===== src/rtl/timer_b_pkg.sv =====
// Package for the timer_b_unit: register offsets, field positions, modes.
// Assumes a 32-bit AHB-Lite bus with one register per aligned word.
package timer_b_pkg;
   // ==========================================================
   // Register indices (byte address is four times the index).
   localparam logic [7:0] IDX_CONTROL_A = 8'h00;
   localparam logic [7:0] IDX_CONTROL_B = 8'h01;
   localparam logic [7:0] IDX_EVENT_CONTROL = 8'h04;
   localparam logic [7:0] IDX_INTERRUPT_ENABLE = 8'h05;
   localparam logic [7:0] IDX_INTERRUPT_FLAGS = 8'h06;
   localparam logic [7:0] IDX_STATUS = 8'h07;
   localparam logic [7:0] IDX_DEBUG_CONTROL = 8'h08;
   localparam logic [7:0] IDX_BYTE_LATCH = 8'h09;
   localparam logic [7:0] IDX_COUNT_LO = 8'h0A;
   localparam logic [7:0] IDX_COUNT_HI = 8'h0B;
   localparam logic [7:0] IDX_CMP_LO = 8'h0C;
   localparam logic [7:0] IDX_CMP_HI = 8'h0D;
   // ==========================================================
   // Field positions.
   localparam int BIT_ENABLE = 0;
   localparam int BIT_CLOCK_SOURCE_SELECT_LO = 1;
   localparam int BIT_RESTART_A = 4;
   localparam int BIT_STANDBY_RUN = 6;
   localparam int BIT_OUT_EN = 4;
   localparam int BIT_OUT_INIT = 5;
   localparam int BIT_OUT_OUTPUT_UPDATE_A = 6;
   localparam int BIT_EV_EN = 0;
   localparam int BIT_EDGE = 4;
   localparam int BIT_FILTER = 6;
   // Reset values and write masks.
   localparam logic [7:0] RESET_BYTE = 8'h00;
   localparam logic [15:0] RESET_WORD = 16'h0000;
   localparam logic [7:0] MASK_CONTROL_A = 8'h57;
   localparam logic [7:0] MASK_CONTROL_B = 8'h77;
   localparam logic [7:0] MASK_EVENT_CONTROL = 8'h51;
   localparam logic [7:0] MASK_BIT0 = 8'h01;
   localparam logic [15:0] TOP_VALUE = 16'hFFFF;
   localparam int FILTER_DEPTH = 4;
   // ==========================================================
   // Clock sources and counting modes.
   localparam logic [1:0] PERIPHERAL_CLOCK = 2'h0;
   localparam logic [1:0] PERIPHERAL_CLOCK_DIV2 = 2'h1;
   localparam logic [1:0] CLK_TIMER_A = 2'h2;
   typedef enum logic [2:0] {
      MODE_PERIODIC, MODE_TIMEOUT, MODE_CAPTURE, MODE_FREQ,
      MODE_PULSE, MODE_FREQ_PULSE, MODE_SINGLE, MODE_PWM8
   } count_mode_type;
   // AHB transfer type.
   localparam logic [1:0] HTRANS_NONSEQ = 2'h2;
endpackage : timer_b_pkg


===== src/rtl/timer_b_unit.sv =====
// Timer B capture/compare unit with an AHB-Lite register slave.
// Assumes event_in and timer-A signals come from another domain or pins.
//
// Chosen here: the AHB-Lite interface to the registers.
`timescale 1ns/1ps
module timer_b_unit
   import timer_b_pkg::*;
(
   input wire logic clk_sys, // System clock, 20 MHz.
   input wire logic rst_n, // Synchronous reset, active low.
   input wire logic hsel, // AHB slave select.
   input wire logic [31:0] haddr, // AHB address.
   input wire logic [1:0] htrans, // AHB transfer type.
   input wire logic hwrite, // AHB write strobe.
   input wire logic [2:0] hsize, // AHB transfer size.
   input wire logic [31:0] hwdata, // AHB write data.
   input wire logic hready, // AHB bus ready.
   output logic [31:0] hrdata, // AHB read data.
   output logic hreadyout, // AHB slave ready.
   output logic hresp, // AHB response, always OKAY.
   input wire logic event_in, // Event input from the routing fabric.
   input wire logic timer_a_tick, // Timer A clock enable pulse level.
   input wire logic timer_a_restart, // Timer A restart indication.
   input wire logic standby_mode, // Device is in standby sleep.
   input wire logic debug_halt, // CPU halted in break debug mode.
   output logic compare_out, // Compare/capture output.
   output logic capture_irq // Interrupt request.
);
   // ==========================================================
   // Register state.
   logic [7:0] control_a_reg, control_b_reg, event_control_reg;
   logic [7:0] interrupt_enable_reg, debug_control_reg, byte_latch_reg;
   logic [15:0] counter_value_reg, compare_capture_reg;
   logic flag_reg, running_reg, out_reg, half_reg, second_reg;
   logic wr_pend_reg, rd_pend_reg;
   logic [7:0] idx_reg;
   logic [FILTER_DEPTH-1:0] hist_reg;
   logic [1:0] ev_sync_reg, ta_sync_reg, tr_sync_reg;
   logic ev_clean_reg, ev_prev_reg, tr_prev_reg;
   logic [7:0] idx;
   logic wr_go, rd_go, tick, active, ev_en, edge_sel, top_hit;
   logic rise, fall, ev_go, ev_start, ev_end, ta_restart;
   count_mode_type mode;
   assign mode = count_mode_type'(control_b_reg[2:0]);
   assign edge_sel = event_control_reg[BIT_EDGE];
   assign idx = haddr[9:2];
   // ==========================================================
   // AHB address phase capture; always zero wait states.
   assign hreadyout = 1'b1;
   assign hresp = 1'b0;
   always_ff @(posedge clk_sys) begin
      if (!rst_n) begin
         wr_pend_reg <= 1'b0;
         rd_pend_reg <= 1'b0;
         idx_reg <= RESET_BYTE;
      end else begin
         wr_pend_reg <= hsel && hready && htrans == HTRANS_NONSEQ && hwrite;
         rd_pend_reg <= hsel && hready && htrans == HTRANS_NONSEQ && !hwrite;
         if (hsel && hready && htrans == HTRANS_NONSEQ) begin
            idx_reg <= idx;
         end
      end
   end
   assign wr_go = wr_pend_reg;
   // Read data is registered at the address phase edge.
   assign rd_go = hsel && hready && htrans == HTRANS_NONSEQ && !hwrite;
   always_ff @(posedge clk_sys) begin
      if (!rst_n) begin
         hrdata <= 32'h00000000;
      end else if (rd_go) begin
         unique case (idx)
            IDX_CONTROL_A: hrdata <= {24'h000000, control_a_reg};
            IDX_CONTROL_B: hrdata <= {24'h000000, control_b_reg};
            IDX_EVENT_CONTROL: hrdata <= {24'h000000, event_control_reg};
            IDX_INTERRUPT_ENABLE:
               hrdata <= {24'h000000, interrupt_enable_reg};
            IDX_INTERRUPT_FLAGS: hrdata <= {31'h00000000, flag_reg};
            IDX_STATUS: hrdata <= {31'h00000000, running_reg};
            IDX_DEBUG_CONTROL: hrdata <= {24'h000000, debug_control_reg};
            IDX_BYTE_LATCH: hrdata <= {24'h000000, byte_latch_reg};
            IDX_COUNT_LO: hrdata <= {24'h000000, counter_value_reg[7:0]};
            IDX_COUNT_HI: hrdata <= {24'h000000, byte_latch_reg};
            IDX_CMP_LO: hrdata <= {24'h000000, compare_capture_reg[7:0]};
            IDX_CMP_HI: hrdata <= {24'h000000, byte_latch_reg};
            default: hrdata <= 32'h00000000;
         endcase
      end
   end
   // ==========================================================
   // Plain control registers.
   always_ff @(posedge clk_sys) begin
      if (!rst_n) begin
         control_a_reg <= RESET_BYTE;
         control_b_reg <= RESET_BYTE;
         event_control_reg <= RESET_BYTE;
         interrupt_enable_reg <= RESET_BYTE;
         debug_control_reg <= RESET_BYTE;
      end else if (wr_go) begin
         if (idx_reg == IDX_CONTROL_A)
            control_a_reg <= hwdata[7:0] & MASK_CONTROL_A;
         if (idx_reg == IDX_CONTROL_B)
            control_b_reg <= hwdata[7:0] & MASK_CONTROL_B;
         if (idx_reg == IDX_EVENT_CONTROL)
            event_control_reg <= hwdata[7:0] & MASK_EVENT_CONTROL;
         if (idx_reg == IDX_INTERRUPT_ENABLE)
            interrupt_enable_reg <= hwdata[7:0] & MASK_BIT0;
         if (idx_reg == IDX_DEBUG_CONTROL)
            debug_control_reg <= hwdata[7:0] & MASK_BIT0;
      end
   end
   // Shared byte latch: low-byte reads load the high half, writes stage it.
   always_ff @(posedge clk_sys) begin
      if (!rst_n) begin
         byte_latch_reg <= RESET_BYTE;
      end else if (wr_go && (idx_reg == IDX_BYTE_LATCH
                  || idx_reg == IDX_COUNT_LO || idx_reg == IDX_CMP_LO)) begin
         byte_latch_reg <= hwdata[7:0];
      end else if (rd_go && idx == IDX_COUNT_LO) begin
         byte_latch_reg <= counter_value_reg[15:8];
      end else if (rd_go && idx == IDX_CMP_LO) begin
         byte_latch_reg <= compare_capture_reg[15:8];
      end
   end
   // ==========================================================
   // Event and timer A inputs pass two flip-flops first.
   always_ff @(posedge clk_sys) begin
      if (!rst_n) begin
         ev_sync_reg <= 2'h0;
         ta_sync_reg <= 2'h0;
         tr_sync_reg <= 2'h0;
      end else begin
         ev_sync_reg <= {ev_sync_reg[0], event_in};
         ta_sync_reg <= {ta_sync_reg[0], timer_a_tick};
         tr_sync_reg <= {tr_sync_reg[0], timer_a_restart};
      end
   end
   // Noise canceller: the level passes only after four equal samples.
   always_ff @(posedge clk_sys) begin
      if (!rst_n) begin
         hist_reg <= '0;
         ev_clean_reg <= 1'b0;
         ev_prev_reg <= 1'b0;
         tr_prev_reg <= 1'b0;
      end else begin
         hist_reg <= {hist_reg[FILTER_DEPTH-2:0], ev_sync_reg[1]};
         if (!event_control_reg[BIT_FILTER]) begin
            ev_clean_reg <= ev_sync_reg[1];
         end else if (&hist_reg || ~|hist_reg) begin
            ev_clean_reg <= hist_reg[0];
         end
         ev_prev_reg <= ev_clean_reg;
         tr_prev_reg <= tr_sync_reg[1];
      end
   end
   // ==========================================================
   // Counting permission and clock selection.
   always_comb begin
      active = control_a_reg[BIT_ENABLE];
      if (standby_mode && !control_a_reg[BIT_STANDBY_RUN]
          && control_a_reg[2:1] != CLK_TIMER_A) begin
         active = 1'b0;
      end
      if (debug_halt && !debug_control_reg[0]) begin
         active = 1'b0;
      end
   end
   always_ff @(posedge clk_sys) begin
      if (!rst_n) begin
         half_reg <= 1'b0;
      end else begin
         half_reg <= ~half_reg;
      end
   end
   always_comb begin
      unique case (control_a_reg[2:1])
         PERIPHERAL_CLOCK: tick = 1'b1;
         PERIPHERAL_CLOCK_DIV2: tick = half_reg;
         CLK_TIMER_A: tick = ta_sync_reg[1];
         default: tick = 1'b0;
      endcase
   end
   assign ev_en = event_control_reg[BIT_EV_EN] && active;
   assign rise = ev_en && ev_clean_reg && !ev_prev_reg;
   assign fall = ev_en && !ev_clean_reg && ev_prev_reg;
   assign ev_start = edge_sel ? fall : rise;
   assign ev_end = edge_sel ? rise : fall;
   assign ev_go = (mode == MODE_SINGLE && edge_sel) ? (rise || fall)
                  : ev_start;
   assign ta_restart = control_a_reg[BIT_RESTART_A] && tr_sync_reg[1]
                       && !tr_prev_reg;
   assign top_hit = (mode == MODE_PWM8)
                    ? counter_value_reg[7:0] == compare_capture_reg[15:8]
                    : counter_value_reg == compare_capture_reg;
   // ==========================================================
   // Counter, capture register and running state per mode.
   always_ff @(posedge clk_sys) begin
      if (!rst_n) begin
         counter_value_reg <= RESET_WORD;
         compare_capture_reg <= RESET_WORD;
         running_reg <= 1'b0;
         second_reg <= 1'b0;
      end else if (wr_go && idx_reg == IDX_COUNT_HI) begin
         counter_value_reg <= {hwdata[7:0], byte_latch_reg};
      end else begin
         if (wr_go && idx_reg == IDX_CMP_HI)
            compare_capture_reg <= {hwdata[7:0], byte_latch_reg};
         if (!active) begin
            running_reg <= 1'b0;
         end else if (ta_restart) begin
            counter_value_reg <= RESET_WORD;
         end else begin
            unique case (mode)
               MODE_PERIODIC, MODE_PWM8: begin
                  running_reg <= 1'b1;
                  if (tick) begin
                     if (mode == MODE_PWM8
                         && counter_value_reg[7:0] >= compare_capture_reg[7:0])
                        counter_value_reg <= RESET_WORD;
                     else if (mode == MODE_PERIODIC && top_hit)
                        counter_value_reg <= RESET_WORD;
                     else
                        counter_value_reg <= counter_value_reg + 16'h0001;
                  end
               end
               MODE_TIMEOUT: begin
                  if (ev_start) begin
                     running_reg <= 1'b1;
                     counter_value_reg <= RESET_WORD;
                  end else if (ev_end) begin
                     running_reg <= 1'b0;
                  end else if (running_reg && tick && !top_hit) begin
                     counter_value_reg <= counter_value_reg + 16'h0001;
                  end
               end
               MODE_CAPTURE, MODE_FREQ, MODE_PULSE: begin
                  running_reg <= 1'b1;
                  if ((mode == MODE_CAPTURE && ev_start)
                      || (mode == MODE_FREQ && ev_start)
                      || (mode == MODE_PULSE && ev_end))
                     compare_capture_reg <= counter_value_reg;
                  if ((mode == MODE_FREQ || mode == MODE_PULSE) && ev_start)
                     counter_value_reg <= RESET_WORD;
                  else if (tick)
                     counter_value_reg <= counter_value_reg + 16'h0001;
               end
               MODE_FREQ_PULSE: begin
                  if (ev_start && !running_reg) begin
                     running_reg <= 1'b1;
                     second_reg <= 1'b0;
                     counter_value_reg <= RESET_WORD;
                  end else if (ev_start) begin
                     running_reg <= 1'b0;
                  end else begin
                     if (ev_end && running_reg && !second_reg) begin
                        compare_capture_reg <= counter_value_reg;
                        second_reg <= 1'b1;
                     end
                     if (running_reg && tick)
                        counter_value_reg <= counter_value_reg + 16'h0001;
                  end
               end
               MODE_SINGLE: begin
                  if (ev_go && !running_reg) begin
                     running_reg <= 1'b1;
                     counter_value_reg <= RESET_WORD;
                  end else if (running_reg && tick) begin
                     if (top_hit)
                        running_reg <= 1'b0;
                     else
                        counter_value_reg <= counter_value_reg + 16'h0001;
                  end
               end
            endcase
         end
         // A mode write drops any run left over from the previous mode.
         if (wr_go && idx_reg == IDX_CONTROL_B) begin
            running_reg <= 1'b0;
            second_reg <= 1'b0;
         end
      end
   end
   // ==========================================================
   // Interrupt flag: events set it, write-one or capture read clear it.
   logic irq_set, irq_clr;
   always_comb begin
      irq_set = 1'b0;
      if (active) begin
         unique case (mode)
            MODE_PERIODIC, MODE_TIMEOUT, MODE_SINGLE:
               irq_set = tick && top_hit && running_reg;
            MODE_CAPTURE, MODE_FREQ: irq_set = ev_start;
            MODE_PULSE: irq_set = ev_end;
            MODE_FREQ_PULSE: irq_set = ev_start && running_reg;
            MODE_PWM8: irq_set = tick && top_hit;
         endcase
      end
   end
   assign irq_clr = (wr_go && idx_reg == IDX_INTERRUPT_FLAGS && hwdata[0])
                    || (rd_go && idx == IDX_CMP_LO
                        && mode >= MODE_CAPTURE && mode <= MODE_FREQ_PULSE);
   always_ff @(posedge clk_sys) begin
      if (!rst_n) begin
         flag_reg <= 1'b0;
      end else if (irq_set) begin
         flag_reg <= 1'b1; // Set wins over clear.
      end else if (irq_clr) begin
         flag_reg <= 1'b0;
      end
   end
   assign capture_irq = flag_reg && interrupt_enable_reg[0];
   // ==========================================================
   // Output level per mode.
   always_ff @(posedge clk_sys) begin
      if (!rst_n) begin
         out_reg <= 1'b0;
      end else if (!control_b_reg[BIT_OUT_EN]) begin
         out_reg <= 1'b0;
      end else if (mode == MODE_SINGLE) begin
         if (control_b_reg[BIT_OUT_OUTPUT_UPDATE_A] && ev_go)
            out_reg <= 1'b1;
         else
            out_reg <= running_reg;
      end else if (mode == MODE_PWM8) begin
         out_reg <= active
                    && counter_value_reg[7:0] < compare_capture_reg[15:8];
      end else begin
         out_reg <= control_b_reg[BIT_OUT_INIT];
      end
   end
   assign compare_out = out_reg;
   // ==========================================================
   // Checks.
   a_irq_gate: assert property (@(posedge clk_sys) disable iff (!rst_n)
      capture_irq == (flag_reg && interrupt_enable_reg[0]))
      else $error("irq not flag and enable");
   a_flag_set: assert property (@(posedge clk_sys) disable iff (!rst_n)
      irq_set |=> flag_reg)
      else $error("flag not set after event");
   a_out_off: assert property (@(posedge clk_sys) disable iff (!rst_n)
      !control_b_reg[BIT_OUT_EN] |=> !compare_out)
      else $error("output not forced low");
   a_disable_stop: assert property (@(posedge clk_sys) disable iff (!rst_n)
      !active |=> !running_reg)
      else $error("running while disabled");
   a_freq_capture: assert property (@(posedge clk_sys) disable iff (!rst_n)
      (mode == MODE_FREQ && ev_start && !ta_restart && !wr_go)
      |=> compare_capture_reg == $past(counter_value_reg)
          && counter_value_reg == RESET_WORD)
      else $error("frequency capture wrong");
   a_timeout_stop: assert property (@(posedge clk_sys) disable iff (!rst_n)
      (mode == MODE_TIMEOUT && active && ev_end && !ev_start && !ta_restart)
      |=> !running_reg)
      else $error("timeout stop missed");
   a_init_level: assert property (@(posedge clk_sys) disable iff (!rst_n)
      (control_b_reg[BIT_OUT_EN] && mode == MODE_PERIODIC)
      |=> compare_out == $past(control_b_reg[BIT_OUT_INIT]))
      else $error("initial level wrong");
   a_restart_a: assert property (@(posedge clk_sys) disable iff (!rst_n)
      (ta_restart && active && !wr_go) |=> counter_value_reg == RESET_WORD)
      else $error("no restart with timer a");
   c_irq: cover property (@(posedge clk_sys) disable iff (!rst_n)
      capture_irq);
   c_single: cover property (@(posedge clk_sys) disable iff (!rst_n)
      mode == MODE_SINGLE && compare_out);
   c_pulse: cover property (@(posedge clk_sys) disable iff (!rst_n)
      mode == MODE_PULSE && ev_end);
endmodule : timer_b_unit


===== config.mk =====
export PLATFORM = sky130hd
export DESIGN_NAME = timer_b_unit
export DESIGN_NICKNAME = d
export VERILOG_FILES = /design/src/rtl/timer_b_pkg.sv /design/src/rtl/timer_b_unit.sv
export SDC_FILE = /design/constraint.sdc
export NUM_CORES = 1
export LEC_CHECK = 0
export ABC_AREA = 1
export BUFFER_PORTS_ARGS = -buffer_cell sky130_fd_sc_hd__buf_2
export CAP_MARGIN = 20
export CORE_MARGIN = 1
export CORE_UTILIZATION = 42
export CTS_CLUSTER_DIAMETER = 200
export DETAILED_ROUTE_END_ITERATION = 16
export PLACE_DENSITY = 0.71
export SLEW_MARGIN = 20
export SYNTH_ARGS = -nofsm -noshare
export SYNTH_HDL_FRONTEND = slang
export SYNTH_SLANG_ARGS = --single-unit

===== constraint.sdc =====
create_clock -name clk_sys -period 3.1 [get_ports clk_sys]
set_input_delay 0.62 -clock clk_sys [delete_from_list [all_inputs] [get_ports clk_sys]]
set_output_delay 0.62 -clock clk_sys [all_outputs]
set_load 0.01 [all_outputs]

==> impl_results.md <==
* Outcome: finished clean
* Top Layer Used: met4
* Placed Instances at 1255
* Crit path cell chain: inv_1 -> ha_1 -> nand2_1 -> inv_1 -> nand3_1 -> nand3_1 -> nand2_1 -> nand2_1 -> nor2_2 -> nand2_2 -> o21ai_0 -> nor2_1 -> nor2_1
* Design area at 7046 µm²
* Hold slack at 414.2 ps
* Worst vdd ir at 0.3147 mV
* RSZ-0062 raised after global routing: no
* Global-route wire length before repair at 31.71 mm
* Chip width at 126.0 µm
* CP Capture Type: flip-flop
* Routed length per instance at 15.59 µm
* Max-slew headroom at 36.14%
* Largest net degree at the start of global routing at 64
* Sequential-to-total area share from yosys stat at 28.21%
* CTS sink count at 91
* Core area at 14750 µm²
* Post-synthesis cell area at 6459 µm²
* Top cells by count, synth: 246 x nand2_1, 132 x nor2_1, 119 x o21ai_0
* Vias in the first global route at 6066
* Slowest stage delay, CP at 430 ps
* Minimum clock period at 2571 ps
* Setup TNS at 0 ps
* Initial Util at 43.78%
* Pwr/cell area at 346.5 nW/µm²
* Total Power at 2441 µW
* Count of cell types in the netlist at 46
* Top cell by count, worst path: nand2_1
* Critical path buffers and inverters at 2
* Final Non-Filler Cells at 1271
* Area Overhead vs Synth at 9.086%
* Fill cell count at 1550
* GPL Wtd Cong at 0.9393
* Leakage at 0.003322 µW
* HPWL after DPL at 14.38 mm
* Fmax achieved at 389.0 MHz
* Register area at 1822 µm²
* Num CTS Buffers at 9
* Count of final hold-check violations at 0
* Met3 routed WL at 1.370 mm
* Total gr overflow at 0
* Dpl cell area at 6759 µm²
* Post-synth top area share at 28.21%
* Max-cap violations at 0
* Final setup viols at 0
* Measured slew at the worst slew-check pin at 956.8 ps
* Setup Fix Bufs, Post-CTS at 0
* Routed wire length at 19.82 mm
* Syn avg cell area at 6.134 µm²
* Max Slew Vio Count at 0
* M1 WL at 8.801 mm
* I/O pins at 115
* CTS resizes at 0
* Delay-heaviest family, CP: simple AND/OR/NAND/NOR gates
* Post-route clock period utilization at 82.92%
* Largest area contributor in the netlist: dfxtp_1
* Die Y at 126.0 µm
* Die Area at 15880 µm²
* Initial antenna violation count at 0
* Vias per Instance at 5.448
* Clk buf depth at 2
* Worst skew pair latency at 360 ps
* Number of hold buffers added after cts at 0
* H-tree depth at 3
* Vias at 6924
* Arr. time, crit path at 2870 ps
* Critical path fanouts, max at 11
* Ys Warns at 0
* Async set or reset register ratio after synthesis at 0%
* Clock Skew at 8.786 ps
* Top cells by area, synth: dfxtp_1 28%, nand2_1 14%, o21ai_0 9.2%
* CTS root buf: clkbuf_16
* CTS tree: yes
* Most frequent cell after synthesis: nand2_1
* Num rows at 44
* Total GRT Usage at 25.49%
* Synthesized instance count at 1053
* TritonRoute pass-1 iters at 6
* Slowest cell on the critical path: dfxtp_1
* Met2 routed WL at 8.864 mm
* Worst Path Required at 3400 ps
* Final Net Count at 1178
* Synth Register Bits at 91
* Post-route DRC at 0
* Port bufs at 37
* Worst hold path class: reg -> reg
* Dominant synthesized flop cell: dfxtp_1
* Worst-path clk slew at 80 ps
* # diodes at 0
* Post-synth EDFFs at 0
* Routed Antenna Nets at 0
* Area of the multi-input gates at 3892 µm²
* Crit path kind: reg -> reg
* First-iteration detailed-routing DRC count at 835
* CP startpoint kind: flip-flop
* Share of layout cells above drive strength 1 at 11.32%
worst paths after layout:
check	from	end	slack [ps]	cells past startpoint
setup / recovery	counter_value_reg[0]	counter_value_reg[15]	530	13
hold / removal	ta_sync_reg[0]	ta_sync_reg[1]	410	2
setup reg to reg	counter_value_reg[0]	counter_value_reg[15]	530	13
hold reg to reg	ta_sync_reg[0]	ta_sync_reg[1]	410	2
tightest hold or removal path: stages, from the launching register on:
cell and delay [ps]:
dfxtp_1 310, nand2_1 50, inv_1 40
per-stage QoR:
stage | util (%) | worst slack, ps
4_1_cts | 47.75 | 593.5
5_1_grt | 47.75 | 418.5
2_1_floorplan | - | 1092
3_3_place_gp | 45.81 | 562.3
6_report | 47.75 | 529.4
3_5_place_dp | 45.81 | 545.0
metal layers:
metal | vias to the layer above | track usage [%]
li1 | 3462 | -
met2 | 304 | 39.49
met5 | - | 0
met3 | 67 | 2.719
met4 | 0 | 14.74
met1 | 3091 | 34.42
cell usage in the layout (no fill, tap or decap), drive strengths merged:
| cell | count |
|---|---|
| nor2 | 147 |
| clkinvlp | 1 |
| nand2 | 257 |
| a221oi | 3 |
| buf | 58 |
| a211oi | 3 |
| o211ai | 3 |
| xor2 | 7 |
| nor3 | 7 |
| o31ai | 2 |
| clkbuf | 9 |
| clkinv | 5 |
| o21bai | 1 |
| or3 | 1 |
| o21a | 1 |
| xnor2 | 4 |
| nand4 | 20 |
| nor4 | 1 |
| conb | 26 |
| a22oi | 1 |
| o21ai | 131 |
| ha | 17 |
| o22ai | 6 |
| o221ai | 1 |
| nand3 | 56 |
| a31oi | 2 |
| o311ai | 1 |
| a21oi | 97 |
| or2 | 1 |
| o2111ai | 4 |
| dfxtp | 91 |
| a311oi | 1 |
| inv | 120 |
| a41oi | 2 |
logic make-up after synthesis:
group,after synthesis,synth area share (%)
other cells,2,0.1163
compound gates,259,21.43
simple gates,490,32.55
fa+ha+maj,17,3.293
buf+inv,183,12.92
xor+xnor,11,1.492
flops,91,28.21
final cells by class:
cell class	instances	share of cell area, %
Clock buffer	9	3.197
Clock inverter	7	0.8702
Inverter	119	6.340
Multi-Input combinational cell	803	55.25
Sequential cell	91	25.86
Tap cell	184	3.268
Timing Repair Buffer	58	5.221
report_power, final:
group	switching [µW]	internal (µW)
Combinational	103	39.8
Clock	551	560
Sequential	8.38	1180
Total	662	1780
Power figures use the tool's default switching activity.
